### src/lcu_pkg.sv
/*
 * Package for the link control upper-field block: register offsets, field positions,
 * reset values and interrupt bit layout.
 * Assumes a 32-bit classic Wishbone slave with word-aligned registers.
 */
package lcu_pkg;
    localparam logic [3:0] LCU_ADDR_LINK_CONTROL = 4'h0;
    localparam logic [3:0] LCU_ADDR_LINK_STATUS = 4'h4;
    localparam logic [3:0] LCU_ADDR_IRQ_STATUS = 4'h8;
    localparam logic [3:0] LCU_ADDR_IRQ_MASK = 4'hC;
    localparam int LCU_BIT_COMMON_REFCLK = 6;
    localparam int LCU_BIT_EXT_SYNC = 7;
    localparam int LCU_BIT_CLK_PM = 8;
    localparam int LCU_BIT_AUTO_WIDTH_DIS = 9;
    localparam int LCU_BIT_BW_MGMT_IRQ_EN = 10;
    localparam int LCU_BIT_AUTO_BW_IRQ_EN = 11;
    localparam int LCU_BIT_BW_MGMT_STS = 14;
    localparam int LCU_BIT_AUTO_BW_STS = 15;
    localparam int LCU_IRQ_BW_MGMT = 0;
    localparam int LCU_IRQ_AUTO_BW = 1;
    localparam logic LCU_RST_FLAG = 1'h0;
    localparam logic [1:0] LCU_RST_IRQ = 2'h0;
endpackage

### src/lcu_link_control.sv
/*
 * Upper fields (bits 15:6) of a switch port link control register, its two
 * bandwidth status flags, and a sticky/mask interrupt pair, behind classic Wishbone.
 * Assumes the link training logic supplies one-cycle event pulses and static
 * port configuration (upstream flag, bandwidth notification capability).
 */
// Functional notes
// Bit 6 read-write common reference clock flag, reset zero, drives output.
// Bit 7 read-write extended sync enable, reset zero, drives transmitter.
// Bit 8 clock power management is read-only zero; writes ignored.
// Bit 9 autonomous width disable is read-only zero.
// Bit 10 enables interrupt when bandwidth management status flag sets.
// Bit 11 enables interrupt when autonomous bandwidth status flag sets.
// Both enables read zero when bandwidth notification capability is clear.
// Both enables read zero in the upstream port, writes ignored.
// Bandwidth status set on retrain completion or reliability change without link down.
// Bits 15 to 12 of link control read zero, writes ignored.
`timescale 1ns/1ps
module lcu_link_control
(
    input wire logic clk_i,
    input wire logic rst_i,
    input wire logic wb_cyc_i,
    input wire logic wb_stb_i,
    input wire logic wb_we_i,
    input wire logic [3:0] wb_adr_i,
    input wire logic [3:0] wb_sel_i,
    input wire logic [31:0] wb_dat_i,
    output logic [31:0] wb_dat_o,
    output logic wb_ack_o,
    input wire logic upstream_port_i,
    input wire logic bw_notify_capable_i,
    input wire logic retrain_done_i,
    input wire logic reliability_change_i,
    input wire logic autonomous_change_i,
    input wire logic dl_down_i,
    output logic common_refclk_flag_o,
    output logic extended_sync_enable_o,
    output logic bw_mgmt_irq_enable_o,
    output logic autonomous_bw_irq_enable_o,
    output logic bw_mgmt_irq_o,
    output logic irq_o
);
    import lcu_pkg::*;

    // ----------------------------------------
    // Bus decode
    // ----------------------------------------
    logic req;
    logic wr;
    logic irq_allowed;
    logic ccfg_q;
    logic extended_sync_enable_q;
    logic bwm_en_q;
    logic abw_en_q;
    logic bwm_sts_q;
    logic abw_sts_q;
    logic [1:0] irq_sts_q;
    logic [1:0] irq_mask_q;
    logic [1:0] irq_evt;
    logic bwm_set;
    logic abw_set;
    logic [31:0] rd_d;
    logic ctrl_lo_we;
    logic ctrl_hi_we;
    logic lsts_hi_we;
    logic irq_sts_we;
    logic irq_mask_we;
    logic bwm_clr;
    logic abw_clr;
    logic bwm_en_eff;
    logic abw_en_eff;
    logic [15:0] ctrl_word;
    logic [15:0] lsts_word;

    assign req = wb_cyc_i && wb_stb_i && !wb_ack_o;
    assign wr = req && wb_we_i;
    // Enables are only meaningful on a notification-capable downstream port
    assign irq_allowed = bw_notify_capable_i && !upstream_port_i;

    function automatic logic wr_hit(input logic [3:0] adr, input logic [3:0] a,
                                    input logic [3:0] sel, input int lane);
        wr_hit = (adr == a) && sel[lane];
    endfunction

    // Effective enable: a stored one only counts while the port may interrupt
    function automatic logic gate_en(input logic en, input logic allowed);
        gate_en = en && allowed;
    endfunction

    // Fixed-zero fields are never stored, so no write can ever reach them
    function automatic logic [15:0] pack_ctrl(input logic cc, input logic es,
                                              input logic bwm, input logic abw);
        pack_ctrl = 16'h0000;
        pack_ctrl[LCU_BIT_COMMON_REFCLK] = cc;
        pack_ctrl[LCU_BIT_EXT_SYNC] = es;
        pack_ctrl[LCU_BIT_CLK_PM] = 1'h0;
        pack_ctrl[LCU_BIT_AUTO_WIDTH_DIS] = 1'h0;
        pack_ctrl[LCU_BIT_BW_MGMT_IRQ_EN] = bwm;
        pack_ctrl[LCU_BIT_AUTO_BW_IRQ_EN] = abw;
    endfunction

    function automatic logic [15:0] pack_lsts(input logic bwm, input logic abw);
        pack_lsts = 16'h0000;
        pack_lsts[LCU_BIT_BW_MGMT_STS] = bwm;
        pack_lsts[LCU_BIT_AUTO_BW_STS] = abw;
    endfunction

    // ----------------------------------------
    // Write strobes
    // ----------------------------------------
    // One strobe per register lane, so each field's write condition reads in one place
    assign ctrl_lo_we = wr && wr_hit(wb_adr_i, LCU_ADDR_LINK_CONTROL, wb_sel_i, 0);
    assign ctrl_hi_we = wr && wr_hit(wb_adr_i, LCU_ADDR_LINK_CONTROL, wb_sel_i, 1);
    assign lsts_hi_we = wr && wr_hit(wb_adr_i, LCU_ADDR_LINK_STATUS, wb_sel_i, 1);
    assign irq_sts_we = wr && wr_hit(wb_adr_i, LCU_ADDR_IRQ_STATUS, wb_sel_i, 0);
    assign irq_mask_we = wr && wr_hit(wb_adr_i, LCU_ADDR_IRQ_MASK, wb_sel_i, 0);
    assign bwm_clr = lsts_hi_we && wb_dat_i[LCU_BIT_BW_MGMT_STS];
    assign abw_clr = lsts_hi_we && wb_dat_i[LCU_BIT_AUTO_BW_STS];

    // ----------------------------------------
    // Effective enables and read words
    // ----------------------------------------
    assign bwm_en_eff = gate_en(bwm_en_q, irq_allowed);
    assign abw_en_eff = gate_en(abw_en_q, irq_allowed);
    assign ctrl_word = pack_ctrl(ccfg_q, extended_sync_enable_q, bwm_en_eff, abw_en_eff);
    assign lsts_word = pack_lsts(bwm_sts_q, abw_sts_q);

    // ----------------------------------------
    // Link control fields
    // ----------------------------------------
    always_ff @(posedge clk_i)
    begin
        if (rst_i)
        begin
            ccfg_q <= LCU_RST_FLAG;
        end
        else if (ctrl_lo_we)
        begin
            ccfg_q <= wb_dat_i[LCU_BIT_COMMON_REFCLK];
        end
    end

    always_ff @(posedge clk_i)
    begin
        if (rst_i)
        begin
            extended_sync_enable_q <= LCU_RST_FLAG;
        end
        else if (ctrl_lo_we)
        begin
            extended_sync_enable_q <= wb_dat_i[LCU_BIT_EXT_SYNC];
        end
    end

    // Cleared while not allowed, so a later capability change exposes no stale one
    always_ff @(posedge clk_i)
    begin
        if (rst_i || !irq_allowed)
        begin
            bwm_en_q <= LCU_RST_FLAG;
        end
        else if (ctrl_hi_we)
        begin
            bwm_en_q <= wb_dat_i[LCU_BIT_BW_MGMT_IRQ_EN];
        end
    end

    always_ff @(posedge clk_i)
    begin
        if (rst_i || !irq_allowed)
        begin
            abw_en_q <= LCU_RST_FLAG;
        end
        else if (ctrl_hi_we)
        begin
            abw_en_q <= wb_dat_i[LCU_BIT_AUTO_BW_IRQ_EN];
        end
    end

    // ----------------------------------------
    // Bandwidth status flags
    // ----------------------------------------
    // A link-down in the same cycle suppresses the event: no link-down passage allowed
    assign bwm_set = irq_allowed && !dl_down_i && (retrain_done_i || reliability_change_i);
    assign abw_set = irq_allowed && !dl_down_i && autonomous_change_i;

    // Set wins over a write-one-to-clear in the same cycle
    always_ff @(posedge clk_i)
    begin
        if (rst_i)
        begin
            bwm_sts_q <= LCU_RST_FLAG;
        end
        else if (bwm_set)
        begin
            bwm_sts_q <= 1'h1;
        end
        else if (bwm_clr)
        begin
            bwm_sts_q <= 1'h0;
        end
    end

    always_ff @(posedge clk_i)
    begin
        if (rst_i)
        begin
            abw_sts_q <= LCU_RST_FLAG;
        end
        else if (abw_set)
        begin
            abw_sts_q <= 1'h1;
        end
        else if (abw_clr)
        begin
            abw_sts_q <= 1'h0;
        end
    end

    // ----------------------------------------
    // Interrupt status and mask
    // ----------------------------------------
    // Events fire only when the matching enable is set
    assign irq_evt[LCU_IRQ_BW_MGMT] = bwm_set && bwm_en_q;
    assign irq_evt[LCU_IRQ_AUTO_BW] = abw_set && abw_en_q;

    always_ff @(posedge clk_i)
    begin
        if (rst_i)
        begin
            irq_sts_q <= LCU_RST_IRQ;
        end
        else if (irq_sts_we)
        begin
            irq_sts_q <= (irq_sts_q & ~wb_dat_i[1:0]) | irq_evt;
        end
        else
        begin
            irq_sts_q <= irq_sts_q | irq_evt;
        end
    end

    always_ff @(posedge clk_i)
    begin
        if (rst_i)
        begin
            irq_mask_q <= LCU_RST_IRQ;
        end
        else if (irq_mask_we)
        begin
            irq_mask_q <= wb_dat_i[1:0];
        end
    end

    // Registered so the pin never glitches while status and mask settle
    always_ff @(posedge clk_i)
    begin
        if (rst_i)
        begin
            irq_o <= 1'h0;
        end
        else
        begin
            irq_o <= |(irq_sts_q & irq_mask_q);
        end
    end

    always_ff @(posedge clk_i)
    begin
        if (rst_i)
        begin
            bw_mgmt_irq_o <= 1'h0;
        end
        else
        begin
            bw_mgmt_irq_o <= irq_sts_q[LCU_IRQ_BW_MGMT] & irq_mask_q[LCU_IRQ_BW_MGMT];
        end
    end

    // ----------------------------------------
    // Read mux and acknowledge
    // ----------------------------------------
    always_comb
    begin
        rd_d = 32'h0;
        case (wb_adr_i)
            LCU_ADDR_LINK_CONTROL: rd_d[15:0] = ctrl_word;
            LCU_ADDR_LINK_STATUS: rd_d[15:0] = lsts_word;
            LCU_ADDR_IRQ_STATUS: rd_d[1:0] = irq_sts_q;
            LCU_ADDR_IRQ_MASK: rd_d[1:0] = irq_mask_q;
            default: rd_d = 32'h0;
        endcase
    end

    always_ff @(posedge clk_i)
    begin
        if (rst_i)
        begin
            wb_ack_o <= 1'h0;
            wb_dat_o <= 32'h0;
        end
        else
        begin
            wb_ack_o <= req;
            wb_dat_o <= req ? rd_d : 32'h0;
        end
    end

    // ----------------------------------------
    // Field outputs
    // ----------------------------------------
    always_ff @(posedge clk_i)
    begin
        if (rst_i)
        begin
            common_refclk_flag_o <= 1'h0;
        end
        else
        begin
            common_refclk_flag_o <= ccfg_q;
        end
    end

    always_ff @(posedge clk_i)
    begin
        if (rst_i)
        begin
            extended_sync_enable_o <= 1'h0;
        end
        else
        begin
            extended_sync_enable_o <= extended_sync_enable_q;
        end
    end

    always_ff @(posedge clk_i)
    begin
        if (rst_i)
        begin
            bw_mgmt_irq_enable_o <= 1'h0;
        end
        else
        begin
            bw_mgmt_irq_enable_o <= bwm_en_eff;
        end
    end

    always_ff @(posedge clk_i)
    begin
        if (rst_i)
        begin
            autonomous_bw_irq_enable_o <= 1'h0;
        end
        else
        begin
            autonomous_bw_irq_enable_o <= abw_en_eff;
        end
    end
endmodule

### config.mk
export PLATFORM = sky130hd
export DESIGN_NAME = lcu_link_control
export DESIGN_NICKNAME = d
export VERILOG_FILES = /design/src/lcu_pkg.sv /design/src/lcu_link_control.sv
export SDC_FILE = /design/constraint.sdc
export NUM_CORES = 1
export LEC_CHECK = 0
export BUFFER_PORTS_ARGS = -buffer_cell sky130_fd_sc_hd__buf_4
export CAP_MARGIN = 25
export CORE_MARGIN = 8
export CORE_UTILIZATION = 39
export CTS_CLUSTER_SIZE = 12
export DETAILED_ROUTE_END_ITERATION = 6
export GPL_TIMING_DRIVEN = 0
export HOLD_SLACK_MARGIN = 0.15
export PLACE_DENSITY = 0.84
export SETUP_SLACK_MARGIN = 0.5
export SYNTH_ARGS = -nofsm -noshare
export SYNTH_HDL_FRONTEND = slang
export SYNTH_SLANG_ARGS = --single-unit
export TNS_END_PERCENT = 20
### constraint.sdc
create_clock -name clk_i -period 1.44 [get_ports clk_i]
set_input_delay 0 -clock clk_i [delete_from_list [all_inputs] [get_ports clk_i]]
set_output_delay 0 -clock clk_i [all_outputs]
set_load 0.005 [all_outputs]
==> flow_summary.json, run 1 <==
{
  "outcome": "finished with violations",
  "violations": "hold timing",
  "clockRootBuffer": "clkbuf_4",
  "hp-class": "input pin to register",
  "ys_ff_latch": 25,
  "slew_violations": 0,
  "rr_endpoint": "irq_mask_q[0]",
  "drtIter0Drc": 71,
  "area_growth_pct": 56.36,
  "antennaDiodeCount": 0,
  "drt_wl_total_um": 3220,
  "hold_viol_final": 2,
  "syn_area_per_cell_um2": 9.749,
  "gr-usage-all-layers_pct": 12.75,
  "grt_max_degree": 14,
  "tns_ps": 0,
  "vias": 1091,
  "portBuffers": 38,
  "drt_first_pass_iters": 5,
  "start_util_pct": 39.62,
  "die_x_um": 70.77,
  "dieArea_mm2": 0.005008,
  "critPathCaptureType": "register",
  "via_per_inst": 4.603,
  "overflow": 0,
  "yosysWarnings": 0,
  "regToRegSetupSlack_ps": 260,
  "worst-path-max-fanout": 5,
  "drc_errors": 0,
  "power.total_uw": 1240,
  "syn_area_mm2": 0.001170,
  "grt_pass1_vias": 1147,
  "min_from": "wb_adr_i[2]",
  "hold_depth": 3,
  "maxCapViolations": 0,
  "wl_per_cell_um": 13.59,
  "die_y_um": 70.77,
  "worstSetupStartpointType": "register",
  "final_common_cell": "buf_4",
  "clock_path_buffers": 2,
  "antenna_found_initial": 0,
  "slew_headroom_pct": 64.18,
  "period_share_pct": 81.90,
  "cts_htree_levels": 1,
  "tritoncts": "yes",
  "grt_pass1_wl_um": 5175,
  "coreArea_mm2": 0.002953,
  "rsz0062_at_grt": "yes",
  "worstHoldEndpoint": "wb_dat_o[0]",
  "drtAntennaViolNets": 0,
  "rr_worst_depth": 3,
  "synthCells": 120,
  "cp.required_ps": 1690,
  "timing.rr.start": "wb_ack_o",
  "cts_buffers": 3,
  "synth.distinct_cells": 30,
  "p_per_area_mw_per_mm2": 677.8,
  "final_nets": 256,
  "clkLatencyLatePin_ps": 310,
  "tightest_slew_ps": 532.9,
  "worstPathArrival_ps": 1430,
  "fin_area_mm2": 0.001829,
  "peakVddDrop_uv": 313.7,
  "ys_async_sr_fraction_pct": 0,
  "p_leak_uw": 0.0008758,
  "io_pins": 90,
  "dpl_cell_area_mm2": 0.001584,
  "post-dp-hpwl_um": 2302,
  "period_needed_ps": 1179,
  "critPathKind": "register to register",
  "max_clock_freq_mhz": 847.9,
  "skew_ps": 3.295,
  "synth_edf_count": 0,
  "final_cell_mix": "buf_4 (64), conb_1 (24), dfxtp_1 (24)",
  "yosysSeqAreaShare_pct": 42.78,
  "rows": 20,
  "hold_slack_ps": -24.22,
  "cts.clk_slew.worst_paths_ps": 130,
  "synthFlopType": "dfxtp_1",
  "setup_viol": 0,
  "drive_above_1_share_pct": 42.16,
  "cts.sinks": 25,
  "gp_congestion": 0.7900
}
[power by group]
group / switching, uW / total [uW] / leakage (uW) / internal (uW)
clock network: 199 / 307 / 0.0000150 / 108
logic: 91.5 / 235 / 0.000659 / 144
registers: 2.35 / 698 / 0.000202 / 696
total: 293 / 1240 / 0.000876 / 947
[worst max-delay path, cell delays in order (launching register included)]
cell and delay [ps]:
dfxtp_2 350, and4b_2 350, and4_4 250, mux2i_1 170
[how the worst max path moves through the flow]
stage	start	to	slack [ps]
after floorplan	wb_ack_o	irq_mask_q[0]	330
after global placement	wb_ack_o	irq_mask_q[0]	230
after detailed placement	wb_adr_i[1]	abw_en_q	210
after CTS	wb_ack_o	irq_mask_q[0]	280
after global routing	wb_ack_o	irq_sts_q[1]	220
final	wb_ack_o	irq_mask_q[0]	260
[final cells by class]
type                       instances  area (um2)
buffer                            26       202.7
timing repair buffer              57       470.5
clock buffer                       4       26.28
fill                             252        1124
inverter                           4       15.01
multi-input combinational         88       571.8
sequential                        25       501.7
tap                               33       41.29
[metrics by stage]
stage / utilization [%] / setup slack, ps / cells / hold slack (ps)
after global routing: 61.95 / 217.6 / 237 / -9.672
after floorplan: - / 334.7 / 143 / 142.1
after detailed placement: 53.64 / 207.2 / 214 / 265.4
after CTS: 60.76 / 282.2 / 235 / -31.92
after global placement: 53.64 / 228.9 / 214 / 263.8
final: 61.95 / 260.6 / 237 / -24.22
[cell usage after synthesis, drive strengths merged (4+ instances only)]
library cell / instances / area share, %
nor2: 5 / 1.6
dfxtp: 25 / 43
buf: 26 / 17
nand4: 4 / 2.1
nand2: 14 / 4.5
and3: 5 / 2.8
inv: 4 / 1.3
a21oi: 5 / 2.1
mux2i: 6 / 5.1
[sequential cells by signal, summed over array words and instances (netlist names)]
name                        count
irq_o                           1
autonomous_bw_irq_enable_o      1
bw_mgmt_irq_o                   1
ccfg_q                          1
common_refclk_flag_o            1
extended_sync_enable_o          1
bw_mgmt_irq_enable_o            1
wb_ack_o                        1
bwm_sts_q                       1
abw_en_q                        1
extended_sync_enable_q          1
wb_dat_o                        8
irq_sts_q                       2
abw_sts_q                       1
irq_mask_q                      2
bwm_en_q                        1
[cells by family (layout without fill, tap and decap cells)]
family,count (synthesis),in the layout,share of synthesized area (%)
flops,25,25,42.78
mux,6,6,5.134
simple gates,46,46,25.67
buf+inv,30,91,18.61
other cells,1,24,0.3205
compound gates,12,12,7.486
[what timing repair did]
action	CTS	global route
setup endpoints to repair	14	21
buffers inserted	2	0
hold endpoints to repair	25	21
resized for setup	4	3
pin swaps	4	4
hold buffers	15	2
[per-layer routing]
layer	track usage, %	share of wire [%]
met5	0	0
met3	3.955	7.8
met2	22.76	52
met1	12.98	38
met4	6.697	2.0
Note: power is estimated with default switching activity, not from simulation.
==> run 2, diff against run 1 <==
Clock period 1.44 ns to 1.2 ns, I/O delays scaled along.
==> run 2 against run 1 <==
Net effect:
- sequential power grew 20%
- largest cell class unchanged
- global-route usage shrank 0.79 points
- routed wire length shrank 5.2%
- largest power group unchanged
- first-iteration DRC count shrank 8.5%
- the flow still finishes with violations (hold timing)
- critical path type unchanged
==> flow_summary.json, run 2 (synthesized netlist as in run 1, its figures left out) <==
{
  "rsz0062_at_grt": "yes",
  "grt_max_degree": 14,
  "drc_errors": 0,
  "hold_depth": 3,
  "period_needed_ps": 1181,
  "regToRegSetupSlack_ps": 20,
  "vias": 1042,
  "clock_path_buffers": 2,
  "skew_ps": 3.028,
  "rr_worst_depth": 3,
  "cp_slowest_cell": "dfxtp_2",
  "hold_slack_ps": -39.99,
  "final_cell_mix": "buf_4 (54), conb_1 (24), dfxtp_1 (15)",
  "final_common_cell": "buf_4",
  "dieArea_mm2": 0.005008,
  "cts_hold_buf": 7,
  "worst-path-max-fanout": 5,
  "reg_top3": "wb_dat_o: 8 flops, irq_mask_q: 2 flops, irq_sts_q: 2 flops",
  "area_growth_pct": 49.73,
  "drtIter0Drc": 65,
  "slew_violations": 0,
  "setup_viol": 0,
  "fillers": 261,
  "maxCapViolations": 0,
  "final_nets": 245,
  "fin_cells": 226,
  "power.total_uw": 1467,
  "cp.depth": 3,
  "min_from": "wb_adr_i[2]",
  "peakVddDrop_uv": 349.1,
  "met2_length_um": 1600,
  "critPathCaptureType": "register",
  "max_stage_delay_ps": 350,
  "p_switching_uw": 354.1,
  "crit_buf_inv": 0,
  "cts.sinks": 25,
  "start_util_pct": 39.62,
  "top_layer": "met4",
  "gr-usage-all-layers_pct": 11.96,
  "fin_ws_ps": 18.73,
  "largest-register": "wb_dat_o",
  "drtAntennaViolNets": 0,
  "worstPathArrival_ps": 1440,
  "wl_per_cell_um": 13.51,
  "crit_family": "simple AND/OR/NAND/NOR gates",
  "hp-class": "input pin to register",
  "timing.rr.start": "wb_ack_o",
  "post-dp-hpwl_um": 2239,
  "wl_met3_um": 217,
  "worstSetupStartpointType": "register",
  "antenna_found_initial": 0,
  "via_per_inst": 4.611,
  "dpl.cell_count": 214,
  "portBuffers": 38,
  "power_frac_comb_pct": 16.8,
  "worstPathCellList": "and4b_2, and4_4, mux2i_1",
  "wl_met1_um": 1163,
  "rows": 20,
  "hold_viol_final": 16,
  "clkLatencyLatePin_ps": 320,
  "critPathKind": "register to register",
  "p_leak_uw": 0.0008378,
  "tritoncts": "yes",
  "p_per_area_mw_per_mm2": 837.3,
  "power_frac_seq_pct": 57.1,
  "io_pins": 90,
  "violations": "hold timing",
  "cp.required_ps": 1460,
  "outcome": "finished with violations",
  "coreArea_mm2": 0.002953,
  "drt_first_pass_iters": 6,
  "cts_buffers": 3,
  "finalCoreUtilization_pct": 59.32,
  "cts.clk_slew.worst_paths_ps": 130,
  "die_x_um": 70.77,
  "clockRootBuffer": "clkbuf_4",
  "p_int_uw": 1113,
  "rr_endpoint": "irq_mask_q[0]",
  "period_share_pct": 98.44,
  "max_clock_freq_mhz": 846.5,
  "cts_htree_levels": 1,
  "tightest_slew_ps": 504.4,
  "p_sw_share_pct": 24.14,
  "die_y_um": 70.77,
  "drt_wl_total_um": 3053,
  "grt_pass1_wl_um": 4850,
  "pwr-share-clk_pct": 26.1,
  "grt_pass1_vias": 1070,
  "dpl_cell_area_mm2": 0.001584,
  "gp_congestion": 0.7927,
  "worstHoldEndpoint": "wb_dat_o[1]",
  "drive_above_1_share_pct": 48.19,
  "fin_area_mm2": 0.001752,
  "largest_reg_flops": 8,
  "slew_headroom_pct": 66.09,
  "place_ws_ps": -43.56,
  "overflow": 0,
  "antennaDiodeCount": 0
}
[run 2: cell types whose count changed in the layout (fill, tap and decap cells not counted), moves of 9 or more]
cell	previous run	this run
dlygate4sd3_1	17	7
buf_4	64	54
buf_6	2	11
dfxtp_2	1	10
dfxtp_1	24	15
[run 2: through the flow]
stage,setup TNS [ps],hold WS (ps)
final,0,-39.99
after global routing,-159.9,-23.68
after detailed placement,-118.0,263.6
after global placement,-26.74,263.3
after CTS,0,-37.92
after floorplan,0,142.1
[run 2: worst max path at each step]
stage,start,to
2_1_floorplan,wb_ack_o,irq_mask_q[0]
3_3_place_gp,wb_ack_o,irq_mask_q[1]
3_5_place_dp,wb_ack_o,irq_sts_q[1]
6_report,wb_ack_o,irq_mask_q[0]
5_1_grt,wb_ack_o,irq_sts_q[1]
4_1_cts,wb_ack_o,irq_mask_q[0]
[run 2: worst register-to-register path, cell delays in order (launching register included)]
cell	delay (ps)
dfxtp_2	350
and4b_2	340
and4_4	250
mux2i_1	180
[run 2: layout make-up]
type                       instances  area [um2]  share of cell area [%]
clock buffer                       4       26.28                   1.500
multi-input combinational         88       556.8                   31.79
sequential                        25       513.0                   29.29
tap                               33       41.29                   2.357
inverter                           4       15.01                  0.8571
timing repair buffer              46       396.6                   22.64
buffer                            26       202.7                   11.57
[run 2: what timing repair did]
item	in CTS	in global routing
setup endpoints to repair	34	35
pin swaps	6	3
endpoints found under the hold margin	25	25
gates resized for setup	3	19
setup buffers	1	0
[run 2: power groups by stage]
stage	combinational, uW	clock (uW)	sequential, uW
detailed placement	213	0	856
global route	266	416	839
floorplan	129	0	855
CTS	237	382	838
global placement	211	0	856
finish	246	383	837
[run 2: routing by layer]
layer | vias up | track usage, %
met3 | 6 | 4.096
met2 | 46 | 21.94
li1 | 514 | -
met5 | - | 0
met1 | 476 | 11.75
met4 | 0 | 5.543
